## config.mk

```make
export PLATFORM = sky130hd
export DESIGN_NAME = dsa_debug_ctrl
export DESIGN_NICKNAME = d
export VERILOG_FILES = /design/src/rtl/dsa_debug_ctrl.v
export VERILOG_INCLUDE_DIRS = /design/src /design/src/rtl
export SDC_FILE = /design/constraint.sdc
export NUM_CORES = 1
export LEC_CHECK = 0
export BUFFER_PORTS_ARGS = -buffer_cell sky130_fd_sc_hd__buf_2
export CELL_PAD_IN_SITES_DETAIL_PLACEMENT = 1
export CELL_PAD_IN_SITES_GLOBAL_PLACEMENT = 1
export CORE_ASPECT_RATIO = 1.4
export CORE_UTILIZATION = 49
export CTS_BUF_LIST = sky130_fd_sc_hd__clkbuf_8
export DETAILED_ROUTE_END_ITERATION = 8
export PLACE_DENSITY_LB_ADDON = 0.1
export SLEW_MARGIN = 40
export SYNTH_ARGS = -nofsm -noshare
export SYNTH_HDL_FRONTEND = slang
export SYNTH_SLANG_ARGS = --single-unit
```

## constraint.sdc

```tcl
create_clock -name CLOCK -period 3 [get_ports CLOCK]
set_input_delay 0.15 -clock CLOCK [delete_from_list [all_inputs] [get_ports CLOCK]]
set_output_delay 0.15 -clock CLOCK [all_outputs]
set_load 0.01 [all_outputs]
```

## src/rtl/dsa_defines.vh

```
/*
 Constants for the debug state access and exit controller: scan chain
 geometry, PC advance figures and instruction decode fields.
 Assumes inclusion by its bare name from the design files only.
*/
`ifndef DSA_DEFINES_VH
`define DSA_DEFINES_VH

// =====================================================================
// Scan chain geometry
`define DSA_CHAIN_LEN      33
`define DSA_DATA_W         32
`define DSA_CNT_W          6
`define DSA_CNT_FULL       6'h21
`define DSA_CNT_ZERO       6'h00
`define DSA_CNT_ONE        6'h01
`define DSA_FLAG_BIT       32

// =====================================================================
// PC advance, in bytes
`define DSA_PC_W           5
`define DSA_PC_ENTRY       5'h10
`define DSA_PC_STEP        5'h04
`define DSA_PC_SYSACC      5'h0c
`define DSA_PC_NONE        5'h00

// =====================================================================
// Instruction decode: branch class in bits 27:25
`define DSA_CLASS_HI       27
`define DSA_CLASS_LO       25
`define DSA_CLASS_BRANCH   3'h5

// =====================================================================
// Synchroniser lanes
`define DSA_SYNC_W         6
`define DSA_LN_SCLK        0
`define DSA_LN_DI          1
`define DSA_LN_SHIFT       2
`define DSA_LN_CAPT        3
`define DSA_LN_IDLE        4
`define DSA_LN_BYP         5

`endif

```

## src/rtl/dsa_debug_ctrl.v

```verilog
/*
 Debug state controller: data-bus scan chain, debug-speed stepping,
 system-speed access from debug state, exit back to the memory clock,
 debug acknowledge and PC advance reporting.
 Assumes the scan clock and TAP state levels arrive from another clock
 domain and that the core and memory controller share CLOCK.
*/
`timescale 1ns/1ps
`default_nettype none
`include "dsa_defines.vh"

// Function
// - Any mode change allowed in debug state
// - Thirty-three scan clocks per core clock
// - Flag high on prior word means system speed
// - Bypass resyncs, runs access, returns to debug
// - After access acknowledge high, debug clock selected
// - Request low after resync; grant may stall
// - Return from access reports flag high
// - Branch after flagged word exits debug
// - Acknowledge high throughout debug state
// - Entry flushes the instruction pipeline
// - Final access after rise, refetch after fall
// - Acknowledge may drop unless forced high
// - Entry advances PC sixteen, steps four bytes
// - Chain shifts most significant bit first
// - Store multiple data captured from data bus
// - First capture reports breakpoint or watchpoint
// - Acknowledge rises before debug clock switch on entry
module dsa_debug_ctrl (
   input  wire                    CLOCK,
   input  wire                    RST_B,
   input  wire                    SCAN_CLK,
   input  wire                    SCAN_DI,
   input  wire                    TAP_SHIFT,
   input  wire                    TAP_CAPTURE,
   input  wire                    TAP_RUN_IDLE,
   input  wire                    TAP_BYPASS,
   input  wire                    BREAKPOINT_HIT,
   input  wire                    WATCHPOINT_HIT,
   input  wire                    BREAKPOINT_INPUT_BIT,
   input  wire                    FORCE_ACK_HIGH,
   input  wire                    CORE_MREQ_N,
   input  wire [`DSA_DATA_W-1:0]  CORE_DATA,
   input  wire                    MEM_GRANT,
   output reg                     SCAN_DO,
   output reg                     SCAN_DERIVED_CORE_CLOCK,
   output reg  [`DSA_DATA_W-1:0]  DEBUG_INSTR,
   output reg                     SYS_SPEED_EXEC,
   output reg                     PIPE_FLUSH,
   output reg                     PC_ADVANCE,
   output reg  [`DSA_PC_W-1:0]    PC_ADVANCE_BYTES,
   output reg                     MODE_CHANGE_ANY,
   output reg                     CLOCK_SELECT_DEBUG,
   output reg                     DEBUG_STATE_ACKNOWLEDGE,
   output reg                     MEMORY_REQUEST_N
);

   localparam [2:0] ST_RUN    = 3'h0;
   localparam [2:0] ST_ENTER  = 3'h1;
   localparam [2:0] ST_DEBUG  = 3'h2;
   localparam [2:0] ST_RESYNC = 3'h3;
   localparam [2:0] ST_SYSACC = 3'h4;
   localparam [2:0] ST_RETURN = 3'h5;
   localparam [2:0] ST_EXIT   = 3'h6;

   // ==================================================================
   // Three-stage synchronisers for the scan-side levels
   reg  [`DSA_SYNC_W-1:0]    sync1_r;
   reg  [`DSA_SYNC_W-1:0]    sync2_r;
   reg  [`DSA_SYNC_W-1:0]    sync3_r;
   reg  [`DSA_SYNC_W-1:0]    clean_r;
   wire [`DSA_SYNC_W-1:0]    raw_in;
   wire [`DSA_SYNC_W-1:0]    agree;
   reg                       sclk_d_r;
   reg                       idle_d_r;
   wire                      sclk_rise;
   wire                      shift_evt;
   wire                      capt_evt;
   wire                      idle_evt;

   assign raw_in = {TAP_BYPASS, TAP_RUN_IDLE, TAP_CAPTURE,
                    TAP_SHIFT, SCAN_DI, SCAN_CLK};
   assign agree  = ~(sync2_r ^ sync3_r);

   always @(posedge CLOCK or negedge RST_B) begin
      if (!RST_B) begin
         sync1_r  <= {`DSA_SYNC_W{1'b0}};
         sync2_r  <= {`DSA_SYNC_W{1'b0}};
         sync3_r  <= {`DSA_SYNC_W{1'b0}};
         clean_r  <= {`DSA_SYNC_W{1'b0}};
         sclk_d_r <= 1'b0;
         idle_d_r <= 1'b0;
      end else begin
         sync1_r  <= raw_in;
         sync2_r  <= sync1_r;
         sync3_r  <= sync2_r;
         // A lane changes only once stages two and three agree
         clean_r  <= (agree & sync3_r) | (~agree & clean_r);
         sclk_d_r <= clean_r[`DSA_LN_SCLK];
         idle_d_r <= clean_r[`DSA_LN_IDLE];
      end
   end

   assign sclk_rise = clean_r[`DSA_LN_SCLK] & ~sclk_d_r;
   assign shift_evt = sclk_rise & clean_r[`DSA_LN_SHIFT];
   assign capt_evt  = sclk_rise & clean_r[`DSA_LN_CAPT];
   // One core clock per entry into run-test/idle
   assign idle_evt  = clean_r[`DSA_LN_IDLE] & ~idle_d_r;

   // ==================================================================
   // Data-bus scan chain
   reg  [`DSA_CHAIN_LEN-1:0] chain_r;
   reg  [`DSA_CNT_W-1:0]     shift_cnt_r;
   reg                       cause_r;
   reg                       first_capt_r;
   reg  [2:0]                state_r;
   wire                      capt_flag;
   wire                      in_debug;
   wire                      step_ok;

   assign in_debug  = (state_r == ST_DEBUG);
   assign capt_flag = first_capt_r ? cause_r : BREAKPOINT_INPUT_BIT;
   assign step_ok   = in_debug & idle_evt & ~clean_r[`DSA_LN_BYP]
                      & (shift_cnt_r == `DSA_CNT_FULL);

   always @(posedge CLOCK or negedge RST_B) begin
      if (!RST_B) begin
         chain_r     <= {`DSA_CHAIN_LEN{1'b0}};
         shift_cnt_r <= `DSA_CNT_ZERO;
         SCAN_DO     <= 1'b0;
      end else begin
         if (capt_evt) begin
            chain_r     <= {capt_flag, CORE_DATA};
            shift_cnt_r <= `DSA_CNT_ZERO;
         end else if (shift_evt) begin
            chain_r <= {chain_r[`DSA_CHAIN_LEN-2:0],
                        clean_r[`DSA_LN_DI]};
            if (shift_cnt_r != `DSA_CNT_FULL)
               shift_cnt_r <= shift_cnt_r + `DSA_CNT_ONE;
         end else if (step_ok) begin
            shift_cnt_r <= `DSA_CNT_ZERO;
         end
         SCAN_DO <= chain_r[`DSA_FLAG_BIT];
      end
   end

   // ==================================================================
   // Debug state sequencer
   reg                       prev_flag_r;
   reg                       armed_r;
   reg                       exit_r;
   wire                      is_branch;
   wire                      entry_hit;

   assign is_branch = (chain_r[`DSA_CLASS_HI:`DSA_CLASS_LO]
                       == `DSA_CLASS_BRANCH);
   assign entry_hit = BREAKPOINT_HIT | WATCHPOINT_HIT;

   always @(posedge CLOCK or negedge RST_B) begin
      if (!RST_B) begin
         state_r                 <= ST_RUN;
         cause_r                 <= 1'b0;
         first_capt_r            <= 1'b0;
         prev_flag_r             <= 1'b0;
         armed_r                 <= 1'b0;
         exit_r                  <= 1'b0;
         DEBUG_INSTR             <= {`DSA_DATA_W{1'b0}};
         SCAN_DERIVED_CORE_CLOCK <= 1'b0;
         SYS_SPEED_EXEC          <= 1'b0;
         PIPE_FLUSH              <= 1'b0;
         PC_ADVANCE              <= 1'b0;
         PC_ADVANCE_BYTES        <= `DSA_PC_NONE;
         MODE_CHANGE_ANY         <= 1'b0;
         CLOCK_SELECT_DEBUG      <= 1'b0;
         DEBUG_STATE_ACKNOWLEDGE <= 1'b0;
         MEMORY_REQUEST_N        <= 1'b1;
      end else begin
         SCAN_DERIVED_CORE_CLOCK <= 1'b0;
         SYS_SPEED_EXEC          <= 1'b0;
         PIPE_FLUSH              <= 1'b0;
         PC_ADVANCE              <= 1'b0;
         PC_ADVANCE_BYTES        <= `DSA_PC_NONE;
         if (capt_evt)
            first_capt_r <= 1'b0;
         MODE_CHANGE_ANY <= in_debug;
         case (state_r)
            ST_RUN: begin
               MEMORY_REQUEST_N <= CORE_MREQ_N;
               if (entry_hit) begin
                  DEBUG_STATE_ACKNOWLEDGE <= 1'b1;
                  cause_r          <= WATCHPOINT_HIT;
                  first_capt_r     <= 1'b1;
                  PIPE_FLUSH       <= 1'b1;
                  PC_ADVANCE       <= 1'b1;
                  PC_ADVANCE_BYTES <= `DSA_PC_ENTRY;
                  prev_flag_r      <= 1'b0;
                  armed_r          <= 1'b0;
                  state_r          <= ST_ENTER;
               end
            end
            ST_ENTER: begin
               // Final pre-debug access in the cycle after the rise
               MEMORY_REQUEST_N   <= CORE_MREQ_N;
               CLOCK_SELECT_DEBUG <= 1'b1;
               state_r            <= ST_DEBUG;
            end
            ST_DEBUG: begin
               MEMORY_REQUEST_N <= 1'b1;
               if (step_ok) begin
                  SCAN_DERIVED_CORE_CLOCK <= 1'b1;
                  DEBUG_INSTR      <= chain_r[`DSA_DATA_W-1:0];
                  PC_ADVANCE       <= 1'b1;
                  PC_ADVANCE_BYTES <= `DSA_PC_STEP;
                  armed_r          <= prev_flag_r;
                  prev_flag_r      <= chain_r[`DSA_FLAG_BIT];
                  exit_r           <= is_branch;
               end else if (armed_r & clean_r[`DSA_LN_BYP]) begin
                  armed_r            <= 1'b0;
                  CLOCK_SELECT_DEBUG <= 1'b0;
                  if (exit_r) begin
                     state_r <= ST_EXIT;
                  end else begin
                     DEBUG_STATE_ACKNOWLEDGE <= FORCE_ACK_HIGH;
                     state_r <= ST_RESYNC;
                  end
               end
            end
            ST_RESYNC: begin
               DEBUG_STATE_ACKNOWLEDGE <= FORCE_ACK_HIGH;
               MEMORY_REQUEST_N <= 1'b0;
               SYS_SPEED_EXEC   <= 1'b1;
               state_r          <= ST_SYSACC;
            end
            ST_SYSACC: begin
               DEBUG_STATE_ACKNOWLEDGE <= FORCE_ACK_HIGH;
               // Held here for as long as the bus is withheld
               if (MEM_GRANT) begin
                  MEMORY_REQUEST_N <= 1'b1;
                  state_r          <= ST_RETURN;
               end
            end
            ST_RETURN: begin
               DEBUG_STATE_ACKNOWLEDGE <= 1'b1;
               CLOCK_SELECT_DEBUG <= 1'b1;
               cause_r            <= 1'b1;
               first_capt_r       <= 1'b1;
               PC_ADVANCE         <= 1'b1;
               PC_ADVANCE_BYTES   <= `DSA_PC_SYSACC;
               prev_flag_r        <= 1'b0;
               state_r            <= ST_DEBUG;
            end
            ST_EXIT: begin
               // Request stays high in the cycle the acknowledge falls
               DEBUG_STATE_ACKNOWLEDGE <= 1'b0;
               MEMORY_REQUEST_N        <= 1'b1;
               state_r <= ST_RUN;
            end
            default: begin
               state_r <= ST_RUN;
            end
         endcase
         // First refetch in the cycle after the acknowledge falls
         if ((state_r == ST_RUN) && exit_r) begin
            MEMORY_REQUEST_N <= 1'b0;
            exit_r           <= 1'b0;
         end
      end
   end

endmodule
`default_nettype wire

```

==> flow_summary.json <==
{
  "holdWs_ns": 0.0340,
  "final_hold_viol_count": 0,
  "seq_area_frac_synth": 0.647,
  "cp_slowest_stage_delay_ns": 0.61,
  "worstPathRequired_ns": 3.30,
  "finClkSkew_ns": 0.0107,
  "grt_pass1_vias": 3695,
  "hold_class": "in -> reg",
  "slew_viol_final": 0,
  "netlist_area_sq_um": 4520,
  "cts_tree": "built",
  "cp_num_buf_inv": 1,
  "final_min_period_over_clock_period": 0.745,
  "cts_sinks": 117,
  "num_rows": 41,
  "ys_ff_latch": 117,
  "fp.coreArea_sq_um": 8980,
  "synth-simple-area-share": 0.0633,
  "finalInstanceArea_sq_um": 5850,
  "yosys_warnings": 0,
  "place_ws_ns": 0.796,
  "grt_use_met1": 0.283,
  "gp_congestion": 0.803,
  "clock.fmax_ghz": 0.448,
  "post-route-util": 0.651,
  "synthTopCellsByCount": "dfrtp_1, inv_1, mux2_2",
  "via_per_inst": 5.63,
  "cp_top_family": "simple AND/OR/NAND/NOR gates",
  "crit_fanout": 20,
  "synth_top_family_by_area": "compound AO/OA/AOI/OAI gates",
  "synthMuxAreaShare": 0.0866,
  "max-clock-path-buffers": 2,
  "synth_cell_types": 46,
  "crit_type": "reg -> reg",
  "critPathArrivalTime_ns": 2.53,
  "r2r-start": "state_r[2]",
  "peakVddDrop_mv": 0.509,
  "dieWidth_um": 83.2,
  "htreeDepth": 4,
  "synth_most_common_cell": "dfrtp_1",
  "nets": 522,
  "rsz0062_at_grt": "no",
  "wl_per_cell_um": 18.8,
  "yosys.area_share.adder": 0.0188,
  "num-fill-cells": 912,
  "reg2reg_depth": 4,
  "p_per_area_nw_per_um2": 713,
  "numCtsBuffers": 17,
  "cap_violations": 0,
  "postRouteAntennaNets": 0,
  "start_kind": "register",
  "grt_pass1_wl_um": 18400,
  "power.total_mw": 4.17,
  "crit_path_top_delay_cell": "or4b_4",
  "placed_area_sq_um": 5060,
  "fin_crit_ns": 2.23,
  "first_pass_iters": 6,
  "synth_top_area_frac": 0.642,
  "crit_path_start": "state_r[2]",
  "worst_slew_pin_slew_ns": 0.685,
  "start_util": 0.504,
  "synth.area.top_cells": "dfrtp_1, mux2_2, a222oi_1",
  "cts_setup_buffers": 0,
  "grt_max_degree": 55,
  "clk_latency_ns": 0.42,
  "drtIter0Drc": 262,
  "r2r_slack_ns": 0.77,
  "drive_gt1_frac": 0.344,
  "setup_slack_ns": 0.766,
  "slew_headroom": 0.544,
  "top_usage_layer": "met2",
  "avgSynthCellArea_sq_um": 13.4,
  "synthCells": 338,
  "synth-async-reset-ratio": 1.00,
  "timing.rr.end": "DEBUG_INSTR[21]",
  "track_usage": 0.248,
  "grt-ovfl-total": 0,
  "synth_xor_area_frac": 0,
  "status": "complete, no violations",
  "yosys.area.top_type": "dfrtp_1",
  "fin_tns_setup_ns": 0,
  "clk_pin_slew_ns": 0.06,
  "synth_edf_count": 0,
  "use_met3": 0.0655,
  "grt_antenna_before_repair": 0,
  "setup_violations": 0,
  "area_growth_pct": 29.2,
  "ios": 92,
  "drcViolationCount": 0,
  "leakage_nw": 3.06,
  "use_met2": 0.449,
  "io_buffers": 89,
  "path_depth": 4,
  "worstSetupEndpoint": "DEBUG_INSTR[21]",
  "wirelength_um": 11200,
  "dp_hpwl_um": 6640,
  "synth_compound_area_frac": 0.126,
  "clockRootBuffer": "clkbuf_8",
  "num_vias": 3344,
  "worstPathCellList": "or4b_4 > nor4_4 > buf_4 > mux2_2",
  "final_cells": 594,
  "end_kind": "register",
  "die_h_um": 116,
  "ys.flop_type": "dfrtp_1",
  "dieArea_sq_um": 9630,
  "dp.cells": 521
}
-- state kept, by name, indices dropped and copies added (netlist names), 3 cells and up, named ones only --
register          count
DEBUG_INSTR          32
shift_cnt_r           6
sync1_r               6
PC_ADVANCE_BYTES      3
sync2_r               6
state_r               3
chain_r              33
sync3_r               6
-- how the worst min path moves through the flow --
stage | depth (start not counted) | slack [ns] | to | start
after floorplan | 0 | -0.15 | CLOCK_SELECT_DEBUG | RST_B
after global placement | 1 | 0.23 | MODE_CHANGE_ANY | RST_B
after detailed placement | 1 | 0.24 | DEBUG_INSTR[8] | RST_B
after CTS | 3 | 0.02 | chain_r[32] | BREAKPOINT_INPUT_BIT
after global routing | 3 | 0.06 | PC_ADVANCE_BYTES[4] | BREAKPOINT_HIT
final | 3 | 0.03 | chain_r[32] | BREAKPOINT_INPUT_BIT
-- power by group --
part	leakage, nW	total [mW]	internal, mW	switching (mW)
clock network	0.193	1.33	0.727	0.598
registers	1.49	2.11	1.85	0.259
logic	1.37	0.727	0.352	0.375
-- cells by family (layout without fill, tap and decap cells) --
group,count (synthesis),in the layout
AO/OA/AOI/OAI,69,69
adder cells (fa/ha/maj),8,8
other,1,3
multiplexers,35,35
buffers and inverters,58,205
AND/OR/NAND/NOR,50,50
flip-flops,117,117
-- layout by cell type, fill, tap and decap left out, drive strengths merged, types with 7 or more instances in the layout --
cell	n
nand2	10
buf	96
clkbuf	21
o21ai	8
dfrtp	116
nor2	13
dlygate4sd3	41
mux2	33
inv	37
clkinv	7
a222oi	32
-- layout make-up --
class / instances / area [sq um] / share of cell area
multi-input combinational: 164 / 1360 / 0.233
inverter: 37 / 139 / 0.0238
clock buffer: 21 / 289 / 0.0494
sequential: 117 / 2930 / 0.501
antenna: 1 / 2.50 / 0.000428
tap: 107 / 134 / 0.0229
clock inverter: 10 / 80.1 / 0.0137
timing repair buffer: 137 / 911 / 0.156
-- layer usage --
layer / share of wire / vias up
met3: 0.046 / 18
met5: 0 / -
met2: 0.55 / 95
met1: 0.39 / 1725
met4: 0.016 / 0
li1: - / 1506
-- tightest hold or removal path, delay by kind of cell --
family	cells	cell delay (ns)
compound gates	1	0.13
buf+inv	1	0.08
mux	1	0.05
-- timing repair --
action                                 CTS  global route
endpoints found under the hold margin   92             0
gates resized for setup                  0             0
hold buffers                            41             0
Power figures use the tool's default switching activity.
